$ cat config.mk
export PLATFORM = sky130hd
export DESIGN_NAME = ifeu_top
export DESIGN_NICKNAME = d
export VERILOG_FILES = /design/src/logic/ifeu_pkg.sv /design/src/logic/ifeu_top.sv
export VERILOG_INCLUDE_DIRS = /design/src /design/src/logic
export SDC_FILE = /design/constraint.sdc
export NUM_CORES = 1
export LEC_CHECK = 0
export BUFFER_PORTS_ARGS = -buffer_cell sky130_fd_sc_hd__buf_2
export CORE_MARGIN = 1
export CORE_UTILIZATION = 53
export CTS_CLUSTER_DIAMETER = 100
export DETAILED_ROUTE_END_ITERATION = 7
export PLACE_DENSITY = 0.83
export RECOVER_POWER = 25
export SLEW_MARGIN = 5
export SYNTH_ARGS = -nofsm -noshare
export SYNTH_HDL_FRONTEND = slang
export SYNTH_SLANG_ARGS = --single-unit
export TNS_END_PERCENT = 100
$ cat constraint.sdc
create_clock -name mclk -period 4.3 [get_ports mclk]
set_input_delay 0.86 -clock mclk [delete_from_list [all_inputs] [get_ports mclk]]
set_output_delay 0.86 -clock mclk [all_outputs]
set_load 0.05 [all_outputs]
$ cat src/logic/ifeu_consts.svh
// constants for the interrupt flag and enable unit
//
// Behaviour
// - global enable passes unmasked requests, else blocks
// - every reset clears global enable
// - return from interrupt sets global enable
// - taking clears enable, core pushes, vectors 0004h
// - external events reach vector in three-four cycles
// - clearing global enable defers, never drops, requests
// - pin edge per polarity bit sets pin flag
// - pin wakes sleep only if enabled before
// - after wake, vector only when global enable
// - timer FFh to 00h sets timer flag
// - masked port pin change sets port flag
// - change during port read may miss flag
// - control register bit order gie down to flags
// - first peripheral flags bits 6..0, matching enables
// - second peripheral flags bits 7..4, matching enables
// - hardware saves only return address on entry
`ifndef IFEU_CONSTS_SVH
`define IFEU_CONSTS_SVH

// ----------------------------------------
// register byte offsets
// ----------------------------------------
`define IFEU_OFS_CTRL     6'h00
`define IFEU_OFS_PFLAG1   6'h04
`define IFEU_OFS_PFLAG2   6'h08
`define IFEU_OFS_PEN1     6'h0c
`define IFEU_OFS_PEN2     6'h10
`define IFEU_OFS_OPTION   6'h14
`define IFEU_OFS_PAMASK   6'h18
`define IFEU_OFS_PBMASK   6'h1c
`define IFEU_OFS_ISTAT    6'h20
`define IFEU_OFS_IMASK    6'h24
`define IFEU_OFS_CORE     6'h28

// ----------------------------------------
// control, option and core register fields
// ----------------------------------------
`define IFEU_B_GIE        7
`define IFEU_B_PERIPHERAL_GROUP_ENABLE       6
`define IFEU_B_TIMER_OVERFLOW_ENABLE       5
`define IFEU_B_EXT_PIN_IRQ_ENABLE       4
`define IFEU_B_PORT_CHANGE_ENABLE      3
`define IFEU_B_TIMER_OVERFLOW_FLAG       2
`define IFEU_B_EXT_PIN_IRQ_FLAG       1
`define IFEU_B_PORT_CHANGE_FLAG      0
`define IFEU_B_EDGE       0
`define IFEU_B_SLEEP      0
`define IFEU_B_BUSY       1

// ----------------------------------------
// reset values, vector and timer wrap values
// ----------------------------------------
`define IFEU_RST_BYTE     8'h00
`define IFEU_VECTOR       13'h0004
`define IFEU_TMR_TOP      8'hff
`define IFEU_TMR_WRAP     8'h00

// ----------------------------------------
// timing
// ----------------------------------------
`define IFEU_TCY_NS       200
`define IFEU_MCLK_NS      50
`define IFEU_Q_CNT        ((`IFEU_TCY_NS + `IFEU_MCLK_NS - 1) / `IFEU_MCLK_NS)

`endif

$ cat src/logic/ifeu_pkg.sv
// types for the interrupt flag and enable unit
package ifeu_pkg;

	// ----------------------------------------
	// interrupt taking sequence
	// ----------------------------------------
	typedef enum logic [1:0] {
		st_idle,
		st_arm,
		st_due
	} ifeu_take_t;

	typedef logic [7:0] ifeu_byte_t;

endpackage

$ cat src/logic/ifeu_top.sv
// interrupt flag, enable, wake and vector logic with avalon register slave
`timescale 1ns/10ps
`include "ifeu_consts.svh"

module ifeu_top
	import ifeu_pkg::*;
(
	// clock and reset
	input  wire logic        mclk,
	input  wire logic        rst,
	// avalon-mm slave
	input  wire logic [5:0]  avs_address,
	input  wire logic        avs_read,
	input  wire logic        avs_write,
	input  wire logic [31:0] avs_writedata,
	input  wire logic [3:0]  avs_byteenable,
	output logic      [31:0] avs_readdata,
	output logic             avs_waitrequest,
	// pins
	input  wire logic        ext_irq_pin,
	input  wire logic [5:0]  port_a_pins,
	input  wire logic [3:0]  port_b_pins,
	// event sources
	input  wire logic [7:0]  eight_bit_timer_count,
	input  wire logic [6:0]  periph_evt_one,
	input  wire logic [3:0]  periph_evt_two,
	// core sequencer
	input  wire logic        return_from_irq,
	input  wire logic        core_sleep_enter,
	input  wire logic        core_port_read,
	output logic             core_vector,
	output logic [12:0]      core_vector_addr,
	output logic             core_wake,
	output logic             core_req,
	// system interrupt
	output logic             irq
);

	// ----------------------------------------
	// declarations
	// ----------------------------------------
	logic [1:0]  q_ff;
	logic        cyc_end;
	logic        wait_ff;
	logic [31:0] rdata_ff;
	logic        wr_go;
	logic        rd_go;
	ifeu_byte_t  wd;
	ifeu_byte_t  rd_mux;
	logic        gie_ff;
	logic        peripheral_group_enable_ff;
	logic        timer_overflow_enable_ff;
	logic        ext_pin_irq_enable_ff;
	logic        port_change_enable_ff;
	logic        timer_overflow_flag_ff;
	logic        ext_pin_irq_flag_ff;
	logic        port_change_flag_ff;
	logic [6:0]  peripheral_enable_one_ff;
	logic [3:0]  peripheral_enable_two_ff;
	logic [6:0]  peripheral_flag_one_ff;
	logic [3:0]  peripheral_flag_two_ff;
	logic        edge_sel_ff;
	logic [5:0]  port_a_change_mask_ff;
	logic [3:0]  port_b_change_mask_ff;
	logic [2:0]  istat_ff;
	logic [2:0]  imask_ff;
	logic [2:0]  ev_set;
	logic        irq_ff;
	logic        ext_s1_ff;
	logic        ext_s2_ff;
	logic        ext_prev_ff;
	logic [9:0]  pin_s1_ff;
	logic [9:0]  pin_s2_ff;
	logic [9:0]  port_latch_ff;
	logic [9:0]  chg;
	logic [9:0]  chg_mask;
	logic        edge_hit;
	logic [7:0]  tmr_prev_ff;
	logic        tmr_ovf;
	logic        periph_req;
	logic        local_req;
	logic        req_all;
	logic        sleep_ff;
	logic        sleep_ext_pin_irq_enable_ff;
	logic        wake_req;
	logic        wake_ff;
	logic        busy_ff;
	logic        take;
	logic        vec_ff;
	logic        req_ff;
	ifeu_take_t  take_st_ff;
	ifeu_take_t  nxt_take_st;
	logic        wr_ctrl;

	assign wd      = avs_writedata[7:0];
	assign wr_go   = avs_write & ~wait_ff & avs_byteenable[0];
	assign rd_go   = avs_read & ~wait_ff;
	assign wr_ctrl = wr_go && (avs_address == `IFEU_OFS_CTRL);

	// ----------------------------------------
	// instruction cycle phases
	// ----------------------------------------
	always_ff @(posedge mclk or posedge rst) begin
		if (rst) begin
			q_ff <= 2'h0;
		end else if (cyc_end) begin
			q_ff <= 2'h0;
		end else begin
			q_ff <= q_ff + 2'h1;
		end
	end
	assign cyc_end = (q_ff == 2'(`IFEU_Q_CNT - 1));

	// ----------------------------------------
	// bus slave handshake
	// ----------------------------------------
	always_ff @(posedge mclk or posedge rst) begin
		if (rst) begin
			wait_ff <= 1'b1;
		end else begin
			wait_ff <= ~((avs_read | avs_write) & wait_ff);
		end
	end

	always_comb begin
		rd_mux = 8'h00;
		case (avs_address)
			`IFEU_OFS_CTRL:   rd_mux = {gie_ff, peripheral_group_enable_ff, timer_overflow_enable_ff, ext_pin_irq_enable_ff,
			                            port_change_enable_ff, timer_overflow_flag_ff, ext_pin_irq_flag_ff, port_change_flag_ff};
			`IFEU_OFS_PFLAG1: rd_mux = {1'b0, peripheral_flag_one_ff};
			`IFEU_OFS_PFLAG2: rd_mux = {peripheral_flag_two_ff, 4'h0};
			`IFEU_OFS_PEN1:   rd_mux = {1'b0, peripheral_enable_one_ff};
			`IFEU_OFS_PEN2:   rd_mux = {peripheral_enable_two_ff, 4'h0};
			`IFEU_OFS_OPTION: rd_mux = {7'h00, edge_sel_ff};
			`IFEU_OFS_PAMASK: rd_mux = {2'h0, port_a_change_mask_ff};
			`IFEU_OFS_PBMASK: rd_mux = {port_b_change_mask_ff, 4'h0};
			`IFEU_OFS_ISTAT:  rd_mux = {5'h00, istat_ff};
			`IFEU_OFS_IMASK:  rd_mux = {5'h00, imask_ff};
			`IFEU_OFS_CORE:   rd_mux = {6'h00, busy_ff, sleep_ff};
			default:          rd_mux = 8'h00;
		endcase
	end

	always_ff @(posedge mclk or posedge rst) begin
		if (rst) begin
			rdata_ff <= 32'h0000_0000;
		end else if (avs_read & wait_ff) begin
			rdata_ff <= {24'h00_0000, rd_mux};
		end
	end

	// ----------------------------------------
	// pin synchronisers
	// ----------------------------------------
	always_ff @(posedge mclk or posedge rst) begin
		if (rst) begin
			ext_s1_ff   <= 1'b0;
			ext_s2_ff   <= 1'b0;
			ext_prev_ff <= 1'b0;
			pin_s1_ff   <= 10'h000;
			pin_s2_ff   <= 10'h000;
		end else begin
			ext_s1_ff   <= ext_irq_pin;
			ext_s2_ff   <= ext_s1_ff;
			ext_prev_ff <= ext_s2_ff;
			pin_s1_ff   <= {port_b_pins, port_a_pins};
			pin_s2_ff   <= pin_s1_ff;
		end
	end

	// edge selection on the pin
	assign edge_hit = edge_sel_ff ? (ext_s2_ff & ~ext_prev_ff)
	                              : (~ext_s2_ff & ext_prev_ff);

	// ----------------------------------------
	// port change detect
	// ----------------------------------------
	assign chg_mask = {port_b_change_mask_ff, port_a_change_mask_ff};

	genvar gi;
	generate
		for (gi = 0; gi < 10; gi = gi + 1) begin : g_chg
			assign chg[gi] = chg_mask[gi] & (pin_s2_ff[gi] ^ port_latch_ff[gi]);
		end
	endgenerate

	// a port read refreshes the compare latch
	always_ff @(posedge mclk or posedge rst) begin
		if (rst) begin
			port_latch_ff <= 10'h000;
		end else if (core_port_read) begin
			port_latch_ff <= pin_s2_ff;
		end
	end

	// ----------------------------------------
	// timer overflow detect
	// ----------------------------------------
	always_ff @(posedge mclk or posedge rst) begin
		if (rst) begin
			tmr_prev_ff <= 8'h00;
		end else begin
			tmr_prev_ff <= eight_bit_timer_count;
		end
	end
	assign tmr_ovf = (tmr_prev_ff == `IFEU_TMR_TOP) &&
	                 (eight_bit_timer_count == `IFEU_TMR_WRAP);

	// ----------------------------------------
	// control register enables
	// ----------------------------------------
	always_ff @(posedge mclk or posedge rst) begin
		if (rst) begin
			gie_ff <= 1'b0;
		end else if (take) begin
			gie_ff <= 1'b0;
		end else if (return_from_irq) begin
			gie_ff <= 1'b1;
		end else if (wr_ctrl) begin
			gie_ff <= wd[`IFEU_B_GIE];
		end
	end

	always_ff @(posedge mclk or posedge rst) begin
		if (rst) begin
			peripheral_group_enable_ff  <= 1'b0;
			timer_overflow_enable_ff  <= 1'b0;
			ext_pin_irq_enable_ff  <= 1'b0;
			port_change_enable_ff <= 1'b0;
		end else if (wr_ctrl) begin
			peripheral_group_enable_ff  <= wd[`IFEU_B_PERIPHERAL_GROUP_ENABLE];
			timer_overflow_enable_ff  <= wd[`IFEU_B_TIMER_OVERFLOW_ENABLE];
			ext_pin_irq_enable_ff  <= wd[`IFEU_B_EXT_PIN_IRQ_ENABLE];
			port_change_enable_ff <= wd[`IFEU_B_PORT_CHANGE_ENABLE];
		end
	end

	// ----------------------------------------
	// control register flags, set wins
	// ----------------------------------------
	always_ff @(posedge mclk or posedge rst) begin
		if (rst) begin
			timer_overflow_flag_ff  <= 1'b0;
			ext_pin_irq_flag_ff  <= 1'b0;
			port_change_flag_ff <= 1'b0;
		end else begin
			timer_overflow_flag_ff  <= tmr_ovf | (wr_ctrl ? wd[`IFEU_B_TIMER_OVERFLOW_FLAG] : timer_overflow_flag_ff);
			ext_pin_irq_flag_ff  <= edge_hit | (wr_ctrl ? wd[`IFEU_B_EXT_PIN_IRQ_FLAG] : ext_pin_irq_flag_ff);
			port_change_flag_ff <= ((|chg) & ~core_port_read) |
			            (wr_ctrl ? wd[`IFEU_B_PORT_CHANGE_FLAG] : port_change_flag_ff);
		end
	end

	// ----------------------------------------
	// peripheral flags and enables, option, port masks and interrupt mask
	// ----------------------------------------
	always_ff @(posedge mclk or posedge rst) begin
		if (rst) begin
			peripheral_flag_one_ff <= 7'h00;
			peripheral_flag_two_ff <= 4'h0;
		end else begin
			peripheral_flag_one_ff <= periph_evt_one |
			           ((wr_go && avs_address == `IFEU_OFS_PFLAG1) ? wd[6:0] : peripheral_flag_one_ff);
			peripheral_flag_two_ff <= periph_evt_two |
			           ((wr_go && avs_address == `IFEU_OFS_PFLAG2) ? wd[7:4] : peripheral_flag_two_ff);
		end
	end

	always_ff @(posedge mclk or posedge rst) begin
		if (rst) begin
			peripheral_enable_one_ff     <= 7'h00;
			peripheral_enable_two_ff     <= 4'h0;
			edge_sel_ff <= 1'b1;
			port_a_change_mask_ff     <= 6'h00;
			port_b_change_mask_ff     <= 4'h0;
			imask_ff    <= 3'h0;
		end else if (wr_go) begin
			case (avs_address)
				`IFEU_OFS_PEN1:   peripheral_enable_one_ff     <= wd[6:0];
				`IFEU_OFS_PEN2:   peripheral_enable_two_ff     <= wd[7:4];
				`IFEU_OFS_OPTION: edge_sel_ff <= wd[`IFEU_B_EDGE];
				`IFEU_OFS_PAMASK: port_a_change_mask_ff     <= wd[5:0];
				`IFEU_OFS_PBMASK: port_b_change_mask_ff     <= wd[7:4];
				`IFEU_OFS_IMASK:  imask_ff    <= wd[2:0];
				default:          imask_ff    <= imask_ff;
			endcase
		end
	end

	// ----------------------------------------
	// request gating
	// ----------------------------------------
	assign periph_req = peripheral_group_enable_ff & ((|(peripheral_enable_one_ff & peripheral_flag_one_ff)) | (|(peripheral_enable_two_ff & peripheral_flag_two_ff)));
	assign local_req  = (timer_overflow_enable_ff & timer_overflow_flag_ff) | (ext_pin_irq_enable_ff & ext_pin_irq_flag_ff) | (port_change_enable_ff & port_change_flag_ff);
	assign req_all    = local_req | periph_req;

	// ----------------------------------------
	// sleep and wake
	// ----------------------------------------
	assign wake_req = sleep_ff & ((sleep_ext_pin_irq_enable_ff & ext_pin_irq_flag_ff) | (timer_overflow_enable_ff & timer_overflow_flag_ff) |
	                  (port_change_enable_ff & port_change_flag_ff) | periph_req);

	always_ff @(posedge mclk or posedge rst) begin
		if (rst) begin
			sleep_ff      <= 1'b0;
			sleep_ext_pin_irq_enable_ff <= 1'b0;
			wake_ff       <= 1'b0;
		end else begin
			wake_ff <= wake_req;
			if (wake_req) begin
				sleep_ff <= 1'b0;
			end else if (core_sleep_enter) begin
				sleep_ff      <= 1'b1;
				sleep_ext_pin_irq_enable_ff <= ext_pin_irq_enable_ff;
			end
		end
	end

	// ----------------------------------------
	// interrupt taking sequence
	// ----------------------------------------
	// idle: sampled at cycle end; arm: core finishes current instruction;
	// due: dummy cycle, then vector if still enabled
	always_comb begin
		nxt_take_st = take_st_ff;
		take        = 1'b0;
		case (take_st_ff)
			st_idle: begin
				if (cyc_end && gie_ff && req_all && !sleep_ff) begin
					nxt_take_st = st_arm;
				end
			end
			st_arm: begin
				if (!gie_ff) begin
					nxt_take_st = st_idle;
				end else if (cyc_end) begin
					nxt_take_st = st_due;
				end
			end
			st_due: begin
				if (!gie_ff) begin
					nxt_take_st = st_idle;
				end else if (cyc_end) begin
					take        = req_all;
					nxt_take_st = st_idle;
				end
			end
			default: nxt_take_st = st_idle;
		endcase
	end

	always_ff @(posedge mclk or posedge rst) begin
		if (rst) begin
			take_st_ff <= st_idle;
		end else begin
			take_st_ff <= nxt_take_st;
		end
	end

	// core pushes only the return address on this pulse
	always_ff @(posedge mclk or posedge rst) begin
		if (rst) begin
			vec_ff  <= 1'b0;
			req_ff  <= 1'b0;
			busy_ff <= 1'b0;
		end else begin
			vec_ff <= take;
			req_ff <= gie_ff & req_all;
			if (take) begin
				busy_ff <= 1'b1;
			end else if (return_from_irq) begin
				busy_ff <= 1'b0;
			end
		end
	end

	// ----------------------------------------
	// system interrupt status
	// ----------------------------------------
	assign ev_set = {return_from_irq, wake_req, take};

	always_ff @(posedge mclk or posedge rst) begin
		if (rst) begin
			istat_ff <= 3'h0;
			irq_ff   <= 1'b0;
		end else begin
			istat_ff <= ev_set |
			            ((rd_go && avs_address == `IFEU_OFS_ISTAT) ? 3'h0 : istat_ff);
			irq_ff   <= |(istat_ff & imask_ff);
		end
	end

	// ----------------------------------------
	// outputs
	// ----------------------------------------
	assign avs_readdata     = rdata_ff;
	assign avs_waitrequest  = wait_ff;
	assign core_vector      = vec_ff;
	assign core_vector_addr = `IFEU_VECTOR;
	assign core_wake        = wake_ff;
	assign core_req         = req_ff;
	assign irq              = irq_ff;
endmodule

# --- Word-level counts from Yosys, hierarchy flattened ---
# Cells that the tools add are included.
totals:
  reg_bits: 108
  latchBits: 0
  mem_bits_rw: 0
  rom_bits: 0
  out_inout_bits: 50
  elab_cells: 163
  mem_count: 0
classes:
  n_addsub: 1
  n_mul: 0
  n_div: 0
  n_lt_le_gt_ge: 0
  eq_ne: 17
  shift: 0
  mux: 25
  bitwise_logic: 58
  reduce_logical: 27
ops:
  columns: ["operator", "n"]
  rows:
  - ["8-bit case mux with 11 select lines", 1]
  - ["1-bit AND", 25]
  - ["6-bit by 5-bit equality test with 1-bit output (second input constant)", 4]
  - ["6-bit equality test (second input constant)", 3]
  - ["1-bit 2-to-1 mux", 14]
  - ["2-bit AND reduction", 7]
  - ["6-bit by 4-bit equality test with 1-bit output (second input constant)", 2]
  - ["2-bit 2-to-1 mux", 6]
  - ["1-bit bitwise OR", 11]
  - ["10-bit OR reduction", 1]
  - ["1-bit XOR", 10]
  - ["8-bit equality test (second input constant)", 1]
  - ["1-bit logical AND", 8]
  - ["8-bit logical NOT", 1]
  - ["7-bit AND", 1]
  - ["7-bit 2-to-1 mux", 1]
  - ["7-bit bitwise OR", 1]
  - ["7-bit OR reduction", 1]
  - ["6-bit by 3-bit equality test with 1-bit output (second input constant)", 1]
  - ["6-bit logical NOT", 1]
  - ["3-bit != test (second input constant)", 2]
  - ["1-bit NOT", 6]
  - ["2-bit case mux with 3 select lines", 1]
  - ["4-bit AND", 1]
  - ["16 further kinds", 18]

# --- Logic depth before layout (Yosys ltp) ---
# Gate-level depths: netlist of the first run.
logic_depth:
  depth_word: 9
  ltp_mapped: 6

# --- Least setup slack after synthesis of the first run ---
# Ideal clock, no wire load.
synth_timing:
  path_type: "input port to flip-flop"
  start: "in avs_address[4]"
  end: "reg port_change_flag_ff"
  setup_ns: 0.131
  arrival_ns: 2.211
  required_ns: 4.169
  slack_ns: 1.958
  path_stages: 5
  path_buffers: 1
  path_cell_list: "clkbuf_1 > nor2_1 > nand3_2 > mux2_2 > or3_1"
synth_between:
  elab_chain_len: 4
synth_lines:
  columns: ["item", "line", "text"]
  rows:
  - ["from (decl)", "ifeu_top.sv:12", "input wire logic [5:0] avs_address,"]
  - ["6-bit logical NOT", null, null]
  - ["1-bit logical AND", "ifeu_top.sv:98", "assign wr_ctrl = wr_go && (avs_address == `IFEU_OFS_CTRL);"]
  - ["1-bit 2-to-1 mux", "ifeu_top.sv:250", "(wr_ctrl ? wd[`IFEU_B_PORT_CHANGE_FLAG] : port_change_flag_ff);"]
  - ["1-bit bitwise OR", "ifeu_top.sv:249", "port_change_flag_ff <= ((|chg) & ~core_port_read) |"]
  - ["to (signal assigned)", "ifeu_top.sv:249", null]
  - ["to (decl)", "ifeu_top.sv:57", "logic port_change_flag_ff;"]
# Every way passes these cells.
# A chain may end at the register's enable or synchronous reset.

# --- Worst setup path in the final report of the first run ---
layout_timing:
  start: "in avs_read"
  end: "reg rdata_ff[3] (netlist: avs_readdata[3])"
layout_between:
  elab_chain_len: 1
layout_lines:
  columns: ["item", "line", "text"]
  rows:
  - ["from (decl)", "ifeu_top.sv:13", "input wire logic avs_read,"]
  - ["1-bit AND", "ifeu_top.sv:147", "end else if (avs_read & wait_ff) begin"]
  - ["to (signal assigned)", "ifeu_top.sv:148", "rdata_ff <= {24'h00_0000, rd_mux};"]
  - ["to (decl)", "ifeu_top.sv:45", "logic [31:0] rdata_ff;"]
# Every way passes these cells.

==> results of run 1 <==
## metal layers
layer,global-route usage (%),routed length [um],part of all wire (%)
met1,29.0,4220,41
met2,39.1,5160,50
met3,5.30,808,7.8
met4,7.11,174,1.7
met5,0,0,0
## synth_stat cells, drive strengths merged, types with 2 or more instances
cell	count	share of area, %
a21oi	9	0.92
nand4	4	0.51
and3	5	0.64
a211o	7	1.3
and2	2	0.26
dfrtp	106	54
nor4	5	1.3
a32oi	4	0.72
nand3	13	1.4
a31oi	5	0.64
a22oi	12	1.8
nor4b	3	0.54
o211ai	2	0.31
nand2b	4	0.51
xor2	10	1.8
dfstp	2	1.1
clkbuf	9	0.69
a22o	2	0.36
mux2i	5	1.0
nor2b	9	1.2
o21ai	10	1.0
or4b	3	0.61
a21o	2	0.31
o31ai	2	0.31
nor3	8	0.92
a2111oi	4	0.84
nand2	17	1.3
nor2	9	0.69
inv	7	0.54
and4	5	0.90
mux2	42	9.7
buf	40	6.1
nand3b	9	1.4
conb	2	0.15
a222oi	6	1.2
or3	3	0.38
## state kept, by name (all words and copies together), names as in the netlist, 6 cells and up
signal                    flops
tmr_prev_ff                   8
pin_s2_ff                    10
pin_s1_ff                    10
peripheral_flag_one_ff        7
port_a_change_mask_ff         6
port_latch_ff                10
avs_readdata                  8
peripheral_enable_one_ff      7
## cells by family (layout without fill, tap and decap cells)
group                      count (synthesis)  in the layout  share of synthesized area (%)
buffers and inverters                     56             89                           7.35
and+or+nand+nor                          105            105                           13.7
adders and majority gates                  1              1                          0.256
muxes                                     47             47                           10.7
xor gates and xnor gates                  10             10                           1.79
DFF                                      108            108                           55.4
AOI/OAI and AO/OA                         71             71                           10.7
other                                      2             38                          0.154
## layout by cell type, fill, tap and decap left out, types with 4 or more instances in the layout
cell / n
sky130_fd_sc_hd__nand4_1: 4
sky130_fd_sc_hd__inv_1: 6
sky130_fd_sc_hd__o21ai_0: 10
sky130_fd_sc_hd__nand2b_1: 4
sky130_fd_sc_hd__nand2_1: 17
sky130_fd_sc_hd__buf_2: 54
sky130_fd_sc_hd__mux2i_1: 5
sky130_fd_sc_hd__mux2_2: 42
sky130_fd_sc_hd__a31oi_1: 5
sky130_fd_sc_hd__dfrtp_1: 106
sky130_fd_sc_hd__a21oi_1: 9
sky130_fd_sc_hd__nand3b_1: 9
sky130_fd_sc_hd__clkbuf_8: 9
sky130_fd_sc_hd__conb_1: 37
sky130_fd_sc_hd__inv_6: 4
sky130_fd_sc_hd__a211o_1: 7
sky130_fd_sc_hd__a22oi_1: 12
sky130_fd_sc_hd__nor2_1: 9
sky130_fd_sc_hd__nand3_1: 12
sky130_fd_sc_hd__a222oi_1: 6
sky130_fd_sc_hd__and3_1: 5
sky130_fd_sc_hd__and4_1: 5
sky130_fd_sc_hd__xor2_1: 10
sky130_fd_sc_hd__nor2b_1: 9
sky130_fd_sc_hd__nor3_1: 7
sky130_fd_sc_hd__a32oi_1: 4
sky130_fd_sc_hd__clkbuf_1: 11
## critical path, cell delays in order
cell	delay (ns)
sky130_fd_sc_hd__clkbuf_1	0.17
sky130_fd_sc_hd__nand2_1	0.32
sky130_fd_sc_hd__a2111oi_2	0.99
sky130_fd_sc_hd__inv_1	0.24
sky130_fd_sc_hd__o21ai_0	0.25
## final timing paths
check                                           from                                      end  slack, ns  cells after the start
setup / recovery                            avs_read              avs_readdata[3]$_DFFE_PP0P_       1.76                      5
hold / removal                   ext_s1_ff$_DFF_PP0_                      ext_s2_ff$_DFF_PP0_       0.36                      0
setup reg to reg           avs_waitrequest$_DFF_PP1_              avs_readdata[3]$_DFFE_PP0P_       1.85                      4
hold reg to reg                  ext_s1_ff$_DFF_PP0_                      ext_s2_ff$_DFF_PP0_       0.36                      0
max in group asynchronous                        rst  peripheral_enable_two_ff[1]$_DFFE_PP0P_       2.70                      3
min in group asynchronous                        rst                   pin_s2_ff[9]$_DFF_PP0_       0.69                      2
## area by class of cell
cell class / instances / area (um^2)
clock inverters: 6 / 62.6
fillers: 745 / 3470
clock buffers: 10 / 128
diodes: 1 / 2.50
flip-flops and latches: 108 / 2710
repair buffers: 66 / 323
multi-input cells: 271 / 1950
well taps: 108 / 135
inverters: 7 / 28.8
## power by group through the flow
stage	Combinational (mW)	Clock, mW	Sequential [mW]
finish	0.304	0.598	1.12
global route	0.328	0.648	1.13
CTS	0.305	0.615	1.12
detailed placement	0.305	0	1.14
global placement	0.297	0	1.14
floorplan	0.222	0	1.16
==> reports/results.txt, run 1 <==
run status -> finished, violations left
violated checks -> design-rule violations
Peak Freq -> 0.393 GHz
Util after Layout -> 60.6%
Core ar. -> 8810 um^2
global-route wire length before repair -> 16800 um
Pwr Density -> 379 nW/um^2
# IOs -> 129
Final #Nets -> 543
number of buffers inserted during clock tree synthesis -> 9
count of pins over their slew limit -> 0
Resized cells post-CTS -> 0
crit path time final -> 2.54 ns
H-tree levels -> 3
detailed-placement wirelength estimate -> 7580 um
number of distinct library cell variants in the gate-level netlist after synthesis -> 56
most instantiated flip-flop cell in the synthesis netlist -> sky130_fd_sc_hd__dfrtp_1
via total after detailed routing -> 3425
sinks on the clock net -> 108
count of state elements after synthesis -> 108
highest net fanout along the worst path -> 12
data required time at the worst endpoint -> 4.60 ns
setup skew after layout -> 0.00710 ns
Setup-failing EPs final -> 0
Max Cap Viol -> 0
Setup TNS Final -> 0 ns
ratio of cells with drive above 1 in the final layout -> 26.7%
area added between synthesis and finish -> 9.24%
post-layout instance area -> 5340 um^2
buffers added on ports -> 64
Detail Route Antenna Nets -> 0
number of antenna violations at the first check in global routing -> 1
clock latency on the worst-skew pair -> 0.38 ns
RSZ-0062 raised after global routing -> false
internal cell power -> 1.39 mW
Net Sw Power -> 633 uW
number of buffers inserted for hold repair after clock tree synthesis -> 0
count of yosys warnings during synthesis -> 0
floorplan die area -> 9610 um^2
maximum number of pins on one net before global-route repair -> 87
crit path capture type -> flop
final worst-path cycle share -> 59.2%
Tot GR Track Use -> 22.9%
sequential cell area fraction in the yosys report -> 55.4%
number of standard cells in the layout, taps in and fillers out -> 577
worst slack at placement -> 1.38 ns
horizontal extent of the die -> 98.0 um
vertical die dimension -> 98.0 um
final-report hold violation count -> 0
first-pass detailed-route iteration total -> 8
via-per-instance ratio -> 5.94
root buf cell -> sky130_fd_sc_hd__clkbuf_8
total power -> 2.03 mW
FP Rows -> 34
worst IR drop on VDD -> 0.198 mV
part of the total power dissipated in the clock network -> 29.5%
sequential group share of total power -> 55.5%
Bufs on Longest Clock Path -> 2
Final Routed Wirelength -> 10400 um
Post-synth EDFFs -> 0
Slew headroom -> 33.5%
net switching fraction of the power -> 31.2%
actual slew at the worst max-slew pin -> 0.995 ns
Avg WL per Cell -> 18.0 um
final worst hold slack -> 0.358 ns
total grt overflow -> 0
number of instances in the synthesized netlist -> 400
DRC violations left -> 12
Avg Cell Area, Syn -> 12.2 um^2
Post CTS Setup Buffer Count -> 0
Comb pwr share -> 15.0%
post-placement cell area -> 5160 um^2
number of DRC markers in iteration 0 -> 276
cell leakage power -> 2.45 nW
vias in the first global route -> 3236
fraction of synthesis flops using an asynchronous set or reset pin -> 100%
clk slew on worst S/H paths -> 0.10 ns
count of placed standard cells including taps -> 560
Startpoint Class -> primary input
Routability Congestion -> 0.946
Critical Path AT -> 2.84 ns
critical path start-end classification -> primary input to flop
clock tree from TritonCTS -> built
worst min-delay path class -> flop to flop
smallest setup slack after layout -> 1.76 ns
initial core utilization -> 55.5%
post-synthesis instance area -> 4890 um^2
Power figures use the tool's default switching activity.
==> inputs of run 2 (changes only) <==
- ABC_AREA: not set -> 1
- clock period: 4.3 -> 2.4 ns (I/O delays scaled with it)
==> run 2 against run 1 <==
Against the previous run: the run still ends with design-rule violations left; via count grew 12%; sequential power grew 77%; count of clock-buffer cells in the layout is the same; global-route usage shrank 0.52 points; worst setup slack lost 1.1 ns; synthesized area shrank 0.23%; clock skew grew 0.0056 ns; highest routed layer unchanged.
==> reports/results.txt, run 2 <==
Max Cap Viol -> 0 (unchanged)
initial core utilization -> 55.4% (-0.13 points)
horizontal extent of the die -> 97.9 um (-0.11%)
Post CTS Setup Buffer Count -> 0 (unchanged)
actual slew at the worst max-slew pin -> 0.907 ns (-0.0888 ns)
cell leakage power -> 2.78 nW (+14%)
worst IR drop on VDD -> 0.356 mV (+79%)
vertical die dimension -> 97.9 um (-0.11%)
violated checks -> design-rule violations
Post-synth EDFFs -> 0 (unchanged)
Avg WL per Cell -> 13.7 um (-24%)
largest incremental delay on the critical path -> 0.62 ns (-0.37 ns)
smallest setup slack after layout -> 0.637 ns (-1.12 ns)
critical path launch point -> avs_waitrequest$_DFF_PP1_
area share of the leading cell type in the synthesized netlist -> 54.4% (+0.13 points)
clock latency on the worst-skew pair -> 0.37 ns (about the same)
number of DRC markers in iteration 0 -> 315 (+14%)
cell family contributing the most delay on the critical path -> flip-flops
worst slack at placement -> 0.487 ns (-0.888 ns)
final worst-path cycle share -> 73.5%
total grt overflow -> 0 (unchanged)
number of buffers inserted during clock tree synthesis -> 9 (unchanged)
Tot GR Track Use -> 22.4% (-0.52 points)
vias in the first global route -> 3687 (+14%)
setup skew after layout -> 0.0127 ns (+0.00556 ns)
Bufs on Longest Clock Path -> 2 (unchanged)
leading cell type by number of instances after synthesis -> sky130_fd_sc_hd__nand2_1
register-to-register setup slack -> 0.88 ns (-0.97 ns)
Routability Congestion -> 0.928 (-1.9%)
Final #Nets -> 703 (+29%)
count of pins over their slew limit -> 0 (unchanged)
floorplan die area -> 9590 um^2 (-0.22%)
number of antenna violations at the first check in global routing -> 0 (-1)
hold path startpoint -> port_a_pins[4]
clk slew on worst S/H paths -> 0.11 ns (about the same)
crit path capture type -> output pin
run status -> finished, violations left
clock tree from TritonCTS -> built
Pwr Density -> 647 nW/um^2 (+70%)
registers with the highest flip-flop counts -> pin_s1_ff (10), pin_s2_ff (10), port_latch_ff (10)
Critical Path AT -> 1.28 ns (-1.56 ns)
global-route wire length before repair -> 16700 um (-0.62%)
critical register-to-register path startpoint -> avs_waitrequest$_DFF_PP1_
Startpoint Class -> flop
via total after detailed routing -> 3845 (+12%)
# IOs -> 129 (unchanged)
highest net fanout along the worst path -> 6 (-6)
buffers added on ports -> 64 (unchanged)
fill cell total of the finished layout -> 774 (+3.9%)
most frequent cells in the layout -> sky130_fd_sc_hd__nand2_1 (186), sky130_fd_sc_hd__dfrtp_1 (106), sky130_fd_sc_hd__buf_2 (58), sky130_fd_sc_hd__nor2_1 (46), sky130_fd_sc_hd__inv_1 (42)
crit path time final -> 1.76 ns
sinks on the clock net -> 108 (unchanged)
biggest area consumer among synthesized cells -> sky130_fd_sc_hd__dfrtp_1
FP Rows -> 34 (unchanged)
area added between synthesis and finish -> 9.67%
count of yosys warnings during synthesis -> 0 (unchanged)
Final Routed Wirelength -> 10100 um (-2.7%)
DRC violations left -> 12 (unchanged)
ratio of cells with drive above 1 in the final layout -> 17.5% (-9.2 points)
detailed-placement wirelength estimate -> 7490 um (-1.2%)
RSZ-0062 raised after global routing -> false
Detail Route Antenna Nets -> 0 (unchanged)
final-report hold violation count -> 0 (unchanged)
critical path start-end classification -> flop to output pin
worst min-delay path class -> primary input to flop
cell types occupying the most area after synthesis -> sky130_fd_sc_hd__dfrtp_1 (54%), sky130_fd_sc_hd__nand2_1 (14%), sky130_fd_sc_hd__buf_4 (5.9%)
post-synthesis instance area -> 4880 um^2 (-0.23%)
WP buf/inv -> 1 (-1)
Avg Cell Area, Syn -> 8.80 um^2 (-28%)
Hold Path Cell Cnt -> 1 (+1)
root buf cell -> sky130_fd_sc_hd__clkbuf_8
H-tree levels -> 3 (unchanged)
Peak Freq -> 0.567 GHz
number of distinct library cell variants in the gate-level netlist after synthesis -> 34 (-39%)
Slew headroom -> 39.2% (+5.7 points)
critical path's slowest cell -> sky130_fd_sc_hd__dfstp_2
Setup-failing EPs final -> 0 (unchanged)
commonest cells in the netlist -> sky130_fd_sc_hd__nand2_1 (186), sky130_fd_sc_hd__dfrtp_1 (106), sky130_fd_sc_hd__nor2_1 (46)
number of instances in the synthesized netlist -> 554 (+39%)
data required time at the worst endpoint -> 1.92 ns (-2.68 ns)
total power -> 3.46 mW (+71%)
fraction of synthesis flops using an asynchronous set or reset pin -> 100% (unchanged)
number of buffers inserted for hold repair after clock tree synthesis -> 0 (unchanged)
first-pass detailed-route iteration total -> 7 (-1)
sequential cell area fraction in the yosys report -> 55.5% (+0.13 points)
via-per-instance ratio -> 5.22 (-12%)
Resized cells post-CTS -> 0 (unchanged)
list of cells traversed by the critical path -> buf_2
maximum number of pins on one net before global-route repair -> 64 (-26%)
Setup TNS Final -> 0 ns (unchanged)
CP Depth -> 1 (-4)
Core ar. -> 8810 um^2 (unchanged)
most common library cell in the layout ignoring fill and taps -> sky130_fd_sc_hd__nand2_1
n_diodes -> 0 (-1)
cells on worst reg2reg path -> 4 (unchanged)
count of state elements after synthesis -> 108 (unchanged)
most instantiated flip-flop cell in the synthesis netlist -> sky130_fd_sc_hd__dfrtp_1
run 2: worst paths after layout:
| check | end |
|---|---|
| worst max-delay path | avs_waitrequest |
| min in group asynchronous | peripheral_flag_two_ff[1]$_DFF_PP0_ |
| worst min register to register | pin_s2_ff[8]$_DFF_PP0_ |
| worst max register to register | port_a_change_mask_ff[0]$_DFFE_PP0P_ |
| worst min-delay path | pin_s1_ff[4]$_DFF_PP0_ |
| max in group asynchronous | edge_sel_ff$_DFFE_PP1P_ |
run 2: routing by layer:
metal	global-route usage, %	wire length, um
met5	0	0
met4	11.8	289
met3	3.58	699
met1	28.9	4200
met2	36.6	4890
run 2: area by class of cell:
cell class / count / area (um^2) / share of cell area [%]
clock buffer: 10 / 128 / 2.39
clock inverter: 6 / 50.0 / 0.936
inverter: 46 / 174 / 3.25
multi-input combinational: 392 / 1800 / 33.7
sequential: 108 / 2710 / 50.6
tap: 108 / 135 / 2.53
timing repair buffer: 66 / 353 / 6.60
run 2: through the flow:
stage	area (um^2)	std cells	hold slack, ns	utilization [%]
4_1_cts	5360	736	0.119	60.8
3_5_place_dp	5180	720	0.335	58.8
6_report	5350	736	0.200	60.7
3_3_place_gp	5180	720	0.332	58.8
5_1_grt	5350	736	0.176	60.7
2_1_floorplan	5010	589	0.331	-
run 2: cells by family (layout without fill, tap and decap cells):
family	count (synthesis)	count (layout)	share of synthesized area (%)
DFF	108	108	55.5
buffers and inverters	89	128	10.2
adders and majority gates	1	1	0.257
other	2	37	0.154
AOI/OAI and AO/OA	77	77	9.91
and+or+nand+nor	277	277	24.0
run 2: where the power goes:
group | switching [mW] | internal (mW)
sequential | 0.0614 | 1.91
clock | 0.622 | 0.387
combinational | 0.363 | 0.111
total | 1.05 | 2.41
==> inputs of run 3 (changes only) <==
- CORE_UTILIZATION: 53 -> 48
- PLACE_DENSITY: 0.83 -> 0.8
- clock period: 2.4 -> 1.5 ns (I/O delays scaled with it)
==> run 3 against run 2 <==
Against the previous run: the run now ends clean; hold slack worse by 0.19 ns; core utilization down 3.7 points; sequential cell count unchanged; critical path depth up 1; clock power up 72%; total power up 65%; combinational power up 70%.
==> reports/results.txt, run 3 (synthesis gave the netlist of run 2 again) <==
final-report hold violation count -> 0 (unchanged)
worst IR drop on VDD -> 0.521 mV (+46%)
number of standard cells in the layout, taps in and fillers out -> 786 (+6.8%)
Setup-failing EPs final -> 0 (unchanged)
ratio of cells with drive above 1 in the final layout -> 21.4% (+3.9 points)
clock tree from TritonCTS -> built
Max Cap Viol -> 0 (unchanged)
via-per-instance ratio -> 4.97 (-4.9%)
list of cells traversed by the critical path -> buf_6, buf_8
maximum number of pins on one net before global-route repair -> 74 (+16%)
initial core utilization -> 49.7% (-5.7 points)
Util after Layout -> 57.0% (-3.7 points)
Comb pwr share -> 14.1% (+0.4 points)
Tot GR Track Use -> 21.5% (-0.92 points)
root buf cell -> sky130_fd_sc_hd__clkbuf_8
cell leakage power -> 2.93 nW (+5.3%)
buffers added on ports -> 64 (unchanged)
total grt overflow -> 0 (unchanged)
final worst-path cycle share -> 99.0%
crit path capture type -> output pin
horizontal extent of the die -> 103 um (+5.0%)
actual slew at the worst max-slew pin -> 0.961 ns (+0.0541 ns)
Pwr Density -> 1020 nW/um^2 (+58%)
count of placed standard cells including taps -> 763 (+6.0%)
number of buffers inserted during clock tree synthesis -> 9 (unchanged)
critical path's slowest cell -> sky130_fd_sc_hd__dfstp_2
registers with the highest flip-flop counts -> pin_s1_ff (10), pin_s2_ff (10), port_latch_ff (10)
# IOs -> 129 (unchanged)
FP Rows -> 36 (+5.9%)
run status -> finished clean
n_diodes -> 0 (unchanged)
Slew headroom -> 36.0% (-3.3 points)
detailed-placement wirelength estimate -> 7710 um (+3.0%)
critical register-to-register path startpoint -> avs_waitrequest$_DFF_PP1_
critical path launch point -> avs_waitrequest$_DFF_PP1_
count of pins over their slew limit -> 0 (unchanged)
crit path time final -> 1.49 ns
Peak Freq -> 0.673 GHz
critical path start-end classification -> flop to output pin
Bufs on Longest Clock Path -> 2 (unchanged)
Setup TNS Final -> 0 ns (unchanged)
largest incremental delay on the critical path -> 0.55 ns (-0.07 ns)
Net Sw Power -> 1.65 mW (+57%)
Avg WL per Cell -> 13.3 um (-2.6%)
global-route wire length before repair -> 17100 um (+2.4%)
floorplan die area -> 10600 um^2 (+10%)
first-pass detailed-route iteration total -> 5 (-2)
internal cell power -> 4.06 mW (+68%)
final worst hold slack -> 0.0139 ns (-0.186 ns)
Routability Congestion -> 0.909 (-2.0%)
most frequent cells in the layout -> sky130_fd_sc_hd__nand2_1 (183), sky130_fd_sc_hd__dfrtp_1 (106), sky130_fd_sc_hd__buf_2 (58), sky130_fd_sc_hd__nor2_1 (46), sky130_fd_sc_hd__inv_1 (42)
area added between synthesis and finish -> 14.8%
highest net fanout along the worst path -> 5 (-1)
clock latency on the worst-skew pair -> 0.38 ns (about the same)
vias in the first global route -> 3650 (-1.0%)
worst min-delay path class -> primary input to flop
Detail Route Antenna Nets -> 0 (unchanged)
DRC violations left -> 0 (-12)
hold path startpoint -> port_a_pins[3]
vertical die dimension -> 103 um (+5.0%)
part of the total power dissipated in the clock network -> 30.5% (+1.3 points)
clk slew on worst S/H paths -> 0.10 ns (about the same)
net switching fraction of the power -> 28.8% (-1.4 points)
setup skew after layout -> 0.0121 ns (-0.000596 ns)
data required time at the worst endpoint -> 1.20 ns (-0.72 ns)
WP buf/inv -> 2 (+1)
Final #Nets -> 728 (+3.6%)
cell family contributing the most delay on the critical path -> flip-flops
most common library cell in the layout ignoring fill and taps -> sky130_fd_sc_hd__nand2_1
H-tree levels -> 3 (unchanged)
sequential group share of total power -> 55.4% (-1.7 points)
sinks on the clock net -> 108 (unchanged)
RSZ-0062 raised after global routing -> true
Final Routed Wirelength -> 10500 um (+4.0%)
Core ar. -> 9820 um^2 (+12%)
fill cell total of the finished layout -> 871 (+13%)
number of antenna violations at the first check in global routing -> 0 (unchanged)
Startpoint Class -> flop
number of DRC markers in iteration 0 -> 237 (-25%)
Critical Path AT -> 1.19 ns (-0.09 ns)
via total after detailed routing -> 3904 (+1.5%)
==> run 3: changes by cell type in the layout (fill, tap and decap cells not counted), moves of 2 or more <==
cell                       change
sky130_fd_sc_hd__clkbuf_8      +4
sky130_fd_sc_hd__clkinv_4      -2
sky130_fd_sc_hd__nand2_2       +2
sky130_fd_sc_hd__nand2_1       -3
sky130_fd_sc_hd__buf_12        -2
sky130_fd_sc_hd__buf_4        +25
==> run 3: final timing paths <==
path / to / slack [ns] / cells past startpoint
max: avs_waitrequest / 0.01 / 2
min: pin_s1_ff[3]$_DFF_PP0_ / 0.01 / 1
max reg2reg: peripheral_flag_one_ff[5]$_DFF_PP0_ / 0.08 / 6
min reg2reg: pin_s2_ff[8]$_DFF_PP0_ / 0.35 / 0
max in group asynchronous: tmr_prev_ff[4]$_DFF_PP0_ / 0.60 / 3
min in group asynchronous: port_b_change_mask_ff[1]$_DFFE_PP0P_ / 0.04 / 3
==> run 3: per-stage QoR <==
step,setup WS (ns),area (um^2),power (mW)
2_1_floorplan,-0.0999,5010,3.83
3_3_place_gp,-0.115,5330,3.97
3_5_place_dp,-0.153,5330,3.99
4_1_cts,0.00718,5550,5.73
5_1_grt,-0.0177,5600,5.96
6_report,0.0148,5600,5.71
==> run 3: power by group through the flow <==
stage	sequential, mW	clock (mW)	combinational, mW
2_1_floorplan	3.27	0	0.561
3_3_place_gp	3.21	0	0.761
3_5_place_dp	3.21	0	0.781
4_1_cts	3.16	1.77	0.800
5_1_grt	3.18	1.89	0.892
6_report	3.16	1.74	0.805
==> run 3: what timing repair did <==
item / in CTS / in global routing
buffers inserted: 1 / 6
setup endpoints to repair: 1 / 21
gates resized for setup: 4 / 6
hold buffers: 0 / 0
pin swaps: 0 / 1
hold endpoints to repair: 0 / 0
==> run 3: layout make-up <==
class	count	area (um^2)	area share, %
clock buffers	14	183	3.26
clock inverters	2	16.3	0.291
inverters	46	174	3.11
multi-input cells	392	1820	32.5
flip-flops and latches	108	2710	48.3
well taps	133	166	2.97
repair buffers	91	531	9.48
==> run 3: metal layers <==
layer	GRT usage, %	part of all wire [%]	up-vias
met3	3.53	6.1	25
met1	28.0	43	1830
met4	9.53	2.6	0
met2	35.4	48	181
li1	-	-	1868
met5	0	0	-
